--- src/logic/udtap_defines.svh ---
// Constants of the user debug interface: command codes, capture values, levels.
// Assumes inclusion by bare name from the package; the top module has no include of its own.
`ifndef UDTAP_DEFINES_SVH
`define UDTAP_DEFINES_SVH

// ****************************************
// Widths
// ****************************************
`define UDTAP_IR_W 4

// ****************************************
// Command codes of the command register
// ****************************************
`define UDTAP_CMD_EXTEST 4'h0
`define UDTAP_CMD_WAKE 4'h1
`define UDTAP_CMD_SAMPLE 4'h4
`define UDTAP_CMD_IRQ 4'h5
`define UDTAP_CMD_RST_ASSERT 4'h6
`define UDTAP_CMD_RST_NEGATE 4'h7
`define UDTAP_CMD_BYPASS 4'hf

// ****************************************
// Fixed values
// ****************************************
`define UDTAP_IR_CAPTURE 4'h1
`define UDTAP_IRQ_LEVEL 4'hf

`endif

--- src/logic/udtap_pkg.sv ---
// Types of the user debug interface: access port states and the pin bundle.
// Assumes udtap_defines.svh is on the include path.
`include "udtap_defines.svh"

package udtap_pkg;

  // ****************************************
  // Access port controller states
  // ****************************************
  typedef enum logic [3:0] {
    UDTAP_TLR,
    UDTAP_RTI,
    UDTAP_SEL_DR,
    UDTAP_CAP_DR,
    UDTAP_SH_DR,
    UDTAP_EX1_DR,
    UDTAP_PA_DR,
    UDTAP_EX2_DR,
    UDTAP_UPD_DR,
    UDTAP_SEL_IR,
    UDTAP_CAP_IR,
    UDTAP_SH_IR,
    UDTAP_EX1_IR,
    UDTAP_PA_IR,
    UDTAP_EX2_IR,
    UDTAP_UPD_IR
  } udtap_tap_t;

  // ****************************************
  // Pins from outside the clock domain
  // ****************************************
  typedef struct packed {
    logic tck;
    logic tms;
    logic tdi;
    logic trst_n;
    logic por_n;
    logic emu_sel;
  } udtap_pins_t;

endpackage : udtap_pkg

--- src/logic/udtap.sv ---
// User debug interface: access port controller, command register, reset
// configuration and boundary scan cells.
// Assumes the link, reset, mode select and chain input pins are asynchronous to clk_i and the test clock is much slower.
`timescale 1ns/1ps

module udtap
  import udtap_pkg::*;
#(
  parameter int N_IN = 8,
  parameter int N_OUT = 8
) (
  input wire logic clk_i,
  input wire logic nrst_i,
  input wire logic tck_i,
  input wire logic tms_i,
  input wire logic tdi_i,
  input wire logic trst_n_i,
  output logic tdo_o,
  output logic tdo_oe_o,
  input wire logic emulator_mode_select_i,
  input wire logic power_on_reset_pin_n_i,
  input wire logic emulator_break_mode_i,
  input wire logic boot_request_i,
  input wire logic sleep_mode_i,
  input wire logic standby_mode_i,
  output logic chip_reset_o,
  output logic debug_reset_o,
  output logic cpu_hold_o,
  output logic debug_irq_o,
  output logic [3:0] debug_irq_level_o,
  output logic wakeup_o,
  input wire logic [N_IN-1:0] pin_in_i,
  output logic [N_IN-1:0] core_in_o,
  input wire logic [N_OUT-1:0] core_out_i,
  output logic [N_OUT-1:0] pin_out_o
);

  // ****************************************
  // Parameter check
  // ****************************************
  if (N_IN < 1 || N_OUT < 1) begin : g_bad_len
    $error("udtap: both cell counts must be at least one");
  end
  if (`UDTAP_IR_W != 4) begin : g_bad_irw
    $error("udtap: command codes are four bits wide");
  end

  localparam int LEN = N_IN + N_OUT;
  localparam int IRW = `UDTAP_IR_W;

  // ****************************************
  // State
  // ****************************************
  // Chain order: output cells at the top, input cells at the bottom, so the
  // input cells leave first on the serial output.
  typedef struct packed {
    udtap_pins_t s1;
    udtap_pins_t s2;
    logic tck_d;
    logic [N_IN-1:0] p1;
    logic [N_IN-1:0] p2;
    udtap_tap_t tap;
    logic tdi_s;
    logic shift_pend;
    logic [IRW-1:0] ir_sh;
    logic [IRW-1:0] cmd;
    logic byp;
    logic [LEN-1:0] bsr;
    logic [N_OUT-1:0] olat;
    logic tdo;
    logic tdo_oe;
    logic udi_rst;
    logic hold;
    logic por_prev;
    logic chip_rst;
    logic irq;
    logic wake;
    logic [N_IN-1:0] core_in;
    logic [N_OUT-1:0] pin_out;
  } udtap_st_t;

  udtap_st_t q;
  udtap_st_t d;

  // ****************************************
  // Access port next state
  // ****************************************
  function automatic udtap_tap_t udtap_next(input udtap_tap_t s, input logic tms);
    udtap_tap_t n;
    n = s;
    case (s)
      UDTAP_TLR: n = tms ? UDTAP_TLR : UDTAP_RTI;
      UDTAP_RTI: n = tms ? UDTAP_SEL_DR : UDTAP_RTI;
      UDTAP_SEL_DR: n = tms ? UDTAP_SEL_IR : UDTAP_CAP_DR;
      UDTAP_CAP_DR: n = tms ? UDTAP_EX1_DR : UDTAP_SH_DR;
      UDTAP_SH_DR: n = tms ? UDTAP_EX1_DR : UDTAP_SH_DR;
      UDTAP_EX1_DR: n = tms ? UDTAP_UPD_DR : UDTAP_PA_DR;
      UDTAP_PA_DR: n = tms ? UDTAP_EX2_DR : UDTAP_PA_DR;
      UDTAP_EX2_DR: n = tms ? UDTAP_UPD_DR : UDTAP_SH_DR;
      UDTAP_UPD_DR: n = tms ? UDTAP_SEL_DR : UDTAP_RTI;
      UDTAP_SEL_IR: n = tms ? UDTAP_TLR : UDTAP_CAP_IR;
      UDTAP_CAP_IR: n = tms ? UDTAP_EX1_IR : UDTAP_SH_IR;
      UDTAP_SH_IR: n = tms ? UDTAP_EX1_IR : UDTAP_SH_IR;
      UDTAP_EX1_IR: n = tms ? UDTAP_UPD_IR : UDTAP_PA_IR;
      UDTAP_PA_IR: n = tms ? UDTAP_EX2_IR : UDTAP_PA_IR;
      UDTAP_EX2_IR: n = tms ? UDTAP_UPD_IR : UDTAP_SH_IR;
      UDTAP_UPD_IR: n = tms ? UDTAP_SEL_DR : UDTAP_RTI;
      default: n = UDTAP_TLR;
    endcase
    return n;
  endfunction : udtap_next

  // ****************************************
  // Next-state logic
  // ****************************************
  logic rise;
  logic fall;
  logic bsr_sel;
  logic in_sh_ir;
  logic emu;
  logic por_low;
  logic trst_low;
  logic por_fall;
  logic sh_ir;
  logic brk_mask;

  always_comb begin
    d = q;
    rise = q.s2.tck & ~q.tck_d;
    fall = ~q.s2.tck & q.tck_d;
    bsr_sel = (q.cmd == `UDTAP_CMD_SAMPLE) || (q.cmd == `UDTAP_CMD_EXTEST);
    in_sh_ir = (q.tap == UDTAP_SH_IR);
    emu = ~q.s2.emu_sel;
    por_low = ~q.s2.por_n;
    trst_low = ~q.s2.trst_n;
    por_fall = q.por_prev & ~q.s2.por_n;
    // The last shift bit lands after the move to Exit1, so the target is
    // taken from the Shift and Exit1 pair rather than from Shift alone
    sh_ir = (q.tap == UDTAP_SH_IR) || (q.tap == UDTAP_EX1_IR);
    brk_mask = emu & emulator_break_mode_i;

    // Two-stage synchronisers; stage one feeds stage two only
    // A test clock phase shorter than one system clock can be missed
    d.s1.tck = tck_i;
    d.s1.tms = tms_i;
    d.s1.tdi = tdi_i;
    d.s1.trst_n = trst_n_i;
    d.s1.por_n = power_on_reset_pin_n_i;
    d.s1.emu_sel = emulator_mode_select_i;
    d.s2 = q.s1;
    d.tck_d = q.s2.tck;
    d.p1 = pin_in_i;
    d.p2 = q.p1;
    d.irq = 1'b0;
    d.wake = 1'b0;

    // ****************************************
    // Rising test clock: move, sample, capture
    // ****************************************
    if (rise) begin
      d.tap = udtap_next(q.tap, q.s2.tms);
      d.tdi_s = q.s2.tdi;
      d.shift_pend = (q.tap == UDTAP_SH_DR) || in_sh_ir;
      if (q.tap == UDTAP_CAP_IR) begin
        d.ir_sh = `UDTAP_IR_CAPTURE;
      end
      if (q.tap == UDTAP_CAP_DR) begin
        if (bsr_sel) begin
          // Output cells take the core value even under external test; it is
          // shifted over before use
          d.bsr = {core_out_i, q.p2};
        end else begin
          d.byp = 1'b0;
        end
      end
    end

    // ****************************************
    // Falling test clock: shift, drive, update
    // ****************************************
    if (fall) begin
      if (q.shift_pend) begin
        if (sh_ir) begin
          d.ir_sh = {q.tdi_s, q.ir_sh[IRW-1:1]};
        end else if (bsr_sel) begin
          d.bsr = {q.tdi_s, q.bsr[LEN-1:1]};
        end else begin
          d.byp = q.tdi_s;
        end
        d.shift_pend = 1'b0;
      end
      // Exit1 after the last shift drops the enable, so the pin floats there
      d.tdo_oe = (q.tap == UDTAP_SH_DR) || in_sh_ir;
      if (in_sh_ir) begin
        d.tdo = d.ir_sh[0];
      end else if (bsr_sel) begin
        d.tdo = d.bsr[0];
      end else begin
        d.tdo = d.byp;
      end
      if (q.tap == UDTAP_UPD_DR && bsr_sel) begin
        d.olat = q.bsr[LEN-1 -: N_OUT];
      end
      // Standby freezes the core, so a command loaded then would be lost anyway
      if (q.tap == UDTAP_UPD_IR && !standby_mode_i) begin
        d.cmd = q.ir_sh;
        case (q.ir_sh)
          `UDTAP_CMD_RST_ASSERT: d.udi_rst = 1'b1;
          `UDTAP_CMD_RST_NEGATE: d.udi_rst = 1'b0;
          `UDTAP_CMD_IRQ: begin
            d.irq = ~sleep_mode_i;
            d.cmd = `UDTAP_CMD_BYPASS;
          end
          `UDTAP_CMD_WAKE: d.wake = sleep_mode_i;
          default: d.cmd = q.ir_sh;
        endcase
      end
    end

    if (q.tap == UDTAP_TLR) begin
      d.cmd = `UDTAP_CMD_BYPASS;
    end
    // Test reset wins over any test clock activity
    if (trst_low) begin
      d.tap = UDTAP_TLR;
      d.shift_pend = 1'b0;
      d.tdo_oe = 1'b0;
      d.udi_rst = 1'b0;
    end

    // ****************************************
    // Reset configuration
    // ****************************************
    d.por_prev = q.s2.por_n;
    // A new hold request wins over a boot request in the same cycle
    if (emu && por_low && trst_low) begin
      d.hold = 1'b1;
    end else if (boot_request_i || por_fall) begin
      d.hold = 1'b0;
    end
    d.chip_rst = (por_low & ~brk_mask) | q.udi_rst;

    // ****************************************
    // Pin paths
    // ****************************************
    d.core_in = q.p2;
    d.pin_out = (q.cmd == `UDTAP_CMD_EXTEST) ? q.olat : core_out_i;
  end

  always_ff @(posedge clk_i) begin
    if (!nrst_i) begin
      q <= '0;
      q.cmd <= `UDTAP_CMD_BYPASS;
      q.s1.trst_n <= 1'b1;
      q.s2.trst_n <= 1'b1;
      q.s1.por_n <= 1'b1;
      q.s2.por_n <= 1'b1;
      q.s1.emu_sel <= 1'b1;
      q.s2.emu_sel <= 1'b1;
      q.por_prev <= 1'b1;
    end else begin
      q <= d;
    end
  end

  // ****************************************
  // Outputs
  // ****************************************
  // Chain cells model the pin_in_i and core_out_i pins only; clock, reset and access port
  // pins never enter the chain
  assign core_in_o = q.core_in;
  assign pin_out_o = q.pin_out;
  assign tdo_o = q.tdo;
  assign tdo_oe_o = q.tdo_oe;
  assign chip_reset_o = q.chip_rst;
  assign debug_reset_o = ~q.s2.trst_n;
  assign cpu_hold_o = q.hold;
  assign debug_irq_o = q.irq;
  assign debug_irq_level_o = `UDTAP_IRQ_LEVEL;
  assign wakeup_o = q.wake;

endmodule : udtap

--- config.mk ---
export PLATFORM = sky130hd
export DESIGN_NAME = udtap
export DESIGN_NICKNAME = d
export VERILOG_FILES = /design/src/logic/udtap_pkg.sv /design/src/logic/udtap.sv
export VERILOG_INCLUDE_DIRS = /design/src /design/src/logic
export SDC_FILE = /design/constraint.sdc
export NUM_CORES = 1
export LEC_CHECK = 0
export BUFFER_PORTS_ARGS = -buffer_cell sky130_fd_sc_hd__buf_2
export CORE_UTILIZATION = 56
export DETAILED_ROUTE_END_ITERATION = 7
export GPL_TIMING_DRIVEN = 0
export PLACE_DENSITY = 0.78
export SYNTH_ARGS = -nofsm -noshare
export SYNTH_HDL_FRONTEND = slang
export SYNTH_SLANG_ARGS = --single-unit
--- constraint.sdc ---
create_clock -name clk_i -period 2.2 [get_ports clk_i]
set_input_delay 0.33 -clock clk_i [delete_from_list [all_inputs] [get_ports clk_i]]
set_output_delay 0.33 -clock clk_i [all_outputs]
set_load 0.01 [all_outputs]
# After elaboration in Yosys (flattened, before gate mapping)
# Index checks and enable logic that the tools add are counted.
word_totals:
  reg_bits: 92
  inputBits: 28
  output_inout_bits: 27
  wordCells: 126
op_classes:
  eq_ne: 20
  muxes: 36
  bitwise: 14
  reduce_logical: 23
op_table:
  columns: ["operator", "count"]
  rows:
  - ["2-to-1 mux 17 bit", 4]
  - ["one-hot mux 4 bit (12 select lines)", 1]
  - ["2-to-1 mux 37 bit", 1]
  - ["== test 4 x 3 -> 1 bit (second input constant)", 8]
  - ["== test 4 bit (second input constant)", 8]
  - ["2-to-1 mux 16 bit", 2]
  - ["2-to-1 mux 4 bit", 8]
  - ["2-to-1 mux 8 bit", 2]
  - ["2-to-1 mux 1 bit", 10]
  - ["2-to-1 mux 5 bit", 2]
  - ["== test 4 x 1 -> 1 bit (second input constant)", 2]
  - ["== test 4 x 2 -> 1 bit (second input constant)", 2]
  - ["zero test 4 bit", 2]
  - ["NOT 1 bit", 8]
  - ["AND reduction 4 bit", 2]
  - ["2-to-1 mux 2 bit", 3]
  - ["2-to-1 mux 3 bit", 2]
  - ["AND reduction 2 bit", 3]
  - ["OR reduction 2 bit", 3]
  - ["bitwise AND 1 bit", 5]
  - ["logical AND 1 bit", 4]
  - ["logical OR 1 bit", 4]
  - ["nonzero test 2 bit", 2]
  - ["AND reduction 3 bit", 1]
  - ["4 further kinds", 4]

# Depth between registers and ports, before layout
depth:
  depth_word: 11
  mapped_depth: 6
  mapped_depth_nobuf: 4

# Worst setup path before layout
# OpenSTA, ideal clock, no wires.
synth_path:
  path_type: "register to register"
  from: "register q[62] (netlist name)"
  to: "register q (netlist bit tdo_o)"
  setup_time_ns: 0.117
  t_arrival_ns: 1.450
  t_required_ns: 2.083
  setup_slack_ns: 0.633
  path_stages_with_launch: 6
  n_path_buf: 1
  period_less_slack_ns: 1.567
  path_cell_list: "dfxtp_1 > buf_6 > and4bb_1 > and3_1 > a2111o_1 > a32o_1"
synth_between:
  elab_chain_len: 8
  elab_cells_between_ends: 17
  classes_between: "4 x eq/ne; 12 x mux; 1 x reduce/logical"
synth_rtl:
  columns: ["element", "line", "source"]
  rows:
  - ["start: declaration", "udtap.sv:82", "udtap_st_t q;"]
  - ["== test 4 x 2 -> 1 bit", "udtap.sv:167", "if (q.tap == UDTAP_CAP_DR) begin"]
  - ["2-to-1 mux 17 bit", "udtap.sv:167", null]
  - ["2-to-1 mux 17 bit", "udtap.sv:160", "if (rise) begin"]
  - ["2-to-1 mux 1 bit / 2-to-1 mux 16 bit (equally long branches)", "udtap.sv:185", "end else if (bsr_sel) begin"]
  - ["2-to-1 mux 17 bit", "udtap.sv:183", "if (sh_ir) begin"]
  - ["2-to-1 mux 17 bit", "udtap.sv:182", "if (q.shift_pend) begin"]
  - ["2-to-1 mux 1 bit", "udtap.sv:196", "end else if (bsr_sel) begin"]
  - ["2-to-1 mux 1 bit (*)", "udtap.sv:194", "if (in_sh_ir) begin"]
# Every way passes the cells marked *; elsewhere a longest branch is shown, timed or not.
# A chain may end at the register's enable or synchronous reset.

# Worst setup path in the final report
layout_path:
  from: "register q[49] (netlist name)"
  to: "register q[35] (netlist name)"
layout_between:
  elab_chain_len: 9
  elab_cells_between_ends: 10
  classes_between: "1 x eq/ne; 7 x mux; 2 x reduce/logical"
layout_rtl:
  columns: ["element", "line", "source"]
  rows:
  - ["== test 4 x 3 -> 1 bit (no source line) / zero test 4 bit (equally long branches)", null, null]
  - ["logical OR 1 bit (*)", "udtap.sv:131", "bsr_sel = (q.cmd == `UDTAP_CMD_SAMPLE) || (q.cmd == `UDTAP_CMD_EXTEST);"]
  - ["2-to-1 mux 16 bit", "udtap.sv:168", "if (bsr_sel) begin"]
  - ["2-to-1 mux 17 bit", "udtap.sv:167", null]
  - ["2-to-1 mux 17 bit", "udtap.sv:160", null]
  - ["2-to-1 mux 16 bit", "udtap.sv:185", null]
  - ["2-to-1 mux 17 bit", "udtap.sv:183", null]
  - ["2-to-1 mux 17 bit", "udtap.sv:182", null]
  - ["2-to-1 mux 37 bit (*)", "udtap.sv:181", "if (fall) begin"]
# Marked as above.

==> reports/metrics.yaml <==
hold_violations: 0
tightest_slew_ps: 545
synth_top_area_cell: "dfxtp_1"
synth_edf_count: 0
syn-cell-area_um2: 3790
antenna_found_initial: 0
async_reset_ff_frac: 0
num_rows: 29
synth-seq-cells: 92
outcome: "complete, but fails checks"
grt_pass1_vias: 2661
clkPwrFrac: 0.360
cts-root-buf: "clkbuf_8"
yosys_most_used_dff: "dfxtp_1"
timing.fmax_ghz: 0.549
synth_cell_types: 50
grt_util_all_layers: 0.218
timing.critical_path.required_ps: 2480
synth_area_leaders: "dfxtp_1, mux2i_1, and2_1"
tns_ps: 0
dp_hpwl_um: 5370
setup_viol: 0
portBuffers: 50
cp-end-kind: "register"
critical_path_arrival_ps: 2100
hold_depth: 2
drt_first_pass_iters: 7
worst-path-max-fanout: 10
post_cts_buffers: 0
cts_sinks: 92
reg2reg_slack_ps: 380
grt_max_degree: 18
regToRegStartpoint: "q[49]$_SDFFE_PP1P_"
overflow: 0
routedWlPerCell_um: 13.6
ios: 55
htreeDepth: 3
seqPwrFrac: 0.585
min_period_ps: 1820
p_total_mw: 2.94
swShare: 0.247
reg2reg_depth: 5
maxCapViolCount: 0
post-route-period-util: 0.828
die_w_um: 84.3
slew_viol_final: 0
vias: 3065
p_int_mw: 2.21
initial_core_util: 0.587
skew_ps: 12.6
cts_hold_buffers: 0
fp.coreArea_um2: 6460
combPwrFrac: 0.055
clkTransAtPathRegs_ps: 100
antenna_left: 0
violations: "design-rule violations"
synth_commonest_cells: "dfxtp_1, and2_1, nor2_1, nand2_1, mux2i_1"
syn_inst: 404
die_height_um: 84.3
synth.avg_cell_area_um2: 9.38
synth_top_area_frac: 0.486
cts_buffers: 9
critPathBufInv: 1
p_switching_mw: 0.725
via_per_inst: 5.57
fin_nets: 496
diodes: 0
slowest_delay_ps: 440
min_from: "sleep_mode_i"
totalWireLength_um: 7460
syn_to_final_growth_pct: 14.2
path_class: "register to register"
yosysWarnings: 0
yosysMostFrequentCell: "dfxtp_1"
holdPathEnd: "debug_irq_o$_SDFF_PN0_"
clk_path_buf_depth: 2
p_leak_nw: 1.92
clock_latency_ps: 370
ir_worst_vdd_mv: 0.498
cts_resized: 0
crit_family: "simple AND/OR/NAND/NOR gates"
slew_headroom: 0.637
rsz0062_at_grt: "no"
ys_seq_area_frac: 0.486
slowest_stage: "nor3_2"
route.detailed.drc: 8
cts_tree: "done"
start_kind: "register"
gp_congestion: 0.928
dieArea_um2: 7100
min_path_type: "input pin to register"
drtIter0Drc: 235
grt_pass1_wl_um: 12100
powerDensity_nw_per_um2: 678
cp_cell_sequence: "nor3_2 > nand3_2 > buf_6 > mux2i_1 > a211oi_1"
drive_above_1_share: 0.224
r2r-end: "q[35]$_SDFF_PN0_"
power groups by stage:
stage                     clock [mW]  combinational, mW  sequential (mW)
after CTS                       1.08              0.163             1.72
after global routing            1.16              0.179             1.72
after detailed placement           0              0.162             1.76
final                           1.06              0.162             1.72
after floorplan                    0              0.103             1.75
after global placement             0              0.159             1.76
cell families after synthesis:
family,count (synthesis),synth area share
AO/OA/AOI/OAI,75,0.130
buffers and inverters,53,0.0809
flip-flops,92,0.486
multiplexers,25,0.0660
other,1,0.000989
AND/OR/NAND/NOR,158,0.236
worst max-delay path by stage:
stage,depth (start not counted),to,startpoint
floorplan,5,tdo_o$_SDFFE_PN0P_,q[62]$_SDFFE_PN0N_
global placement,5,q[34]$_SDFF_PN0_,q[49]$_SDFFE_PP1P_
detailed placement,5,q[35]$_SDFF_PN0_,q[49]$_SDFFE_PP1P_
CTS,5,q[35]$_SDFF_PN0_,q[49]$_SDFFE_PP1P_
global route,6,q[35]$_SDFF_PN0_,q[79]$_SDFF_PN0_
finish,5,q[35]$_SDFF_PN0_,q[49]$_SDFFE_PP1P_
registers in the layout, indices dropped and copies added, names as in the netlist:
| register | cells |
|---|---|
| chip_reset_o | 1 |
| core_in_o | 8 |
| cpu_hold_o | 1 |
| d | 24 |
| debug_irq_o | 1 |
| pin_out_o | 8 |
| q | 46 |
| tdo_o | 1 |
| tdo_oe_o | 1 |
| wakeup_o | 1 |
layout by cell type (no fill, tap or decap), types with 2 or more instances in the layout:
master / n
inv_6: 2
nor3b_1: 3
mux2i_1: 25
a32o_1: 2
buf_2: 58
o31ai_1: 2
clkinv_2: 2
a211oi_1: 17
and3_1: 2
inv_8: 2
dfxtp_1: 92
a31oi_1: 4
a2111oi_0: 2
buf_4: 22
and2_1: 31
clkbuf_1: 13
nor2_1: 28
o21ai_0: 16
nand2b_1: 10
nor3_1: 22
nand4_1: 2
nor2b_1: 7
a21oi_1: 20
nand3_2: 2
inv_1: 7
clkbuf_8: 9
nand2_1: 26
conb_1: 4
or3_1: 3
a311o_1: 2
o211a_1: 2
a311oi_1: 3
buf_6: 2
nand3_1: 6
o211ai_1: 3
per-layer routing:
layer,share of wire,up-vias,global-route usage,wire length [um]
li1,-,1527,-,-
met1,0.46,1403,0.281,3420
met2,0.46,116,0.347,3410
met3,0.061,19,0.0560,453
met4,0.023,0,0.0972,171
met5,0,-,0,0
area by class of cell:
cell class	instances	area, um^2
Fill cell	532	2130
Tap cell	77	96.3
Clock inverter	7	57.6
Buffer	46	280
Inverter	7	26.3
Clock buffer	9	124
Timing Repair Buffer	50	250
Sequential cell	92	1840
Multi-Input combinational cell	262	1650
metrics by stage:
step	hold slack, ps	cell area, um^2	worst slack, ps	std cells	util
after floorplan	386	3800	633	407	-
after global placement	389	4150	421	534	0.642
after detailed placement	401	4150	380	534	0.642
after CTS	123	4330	352	550	0.670
after global routing	123	4330	216	550	0.670
final	139	4330	379	550	0.670
Note: power is estimated with default switching activity, not from simulation.
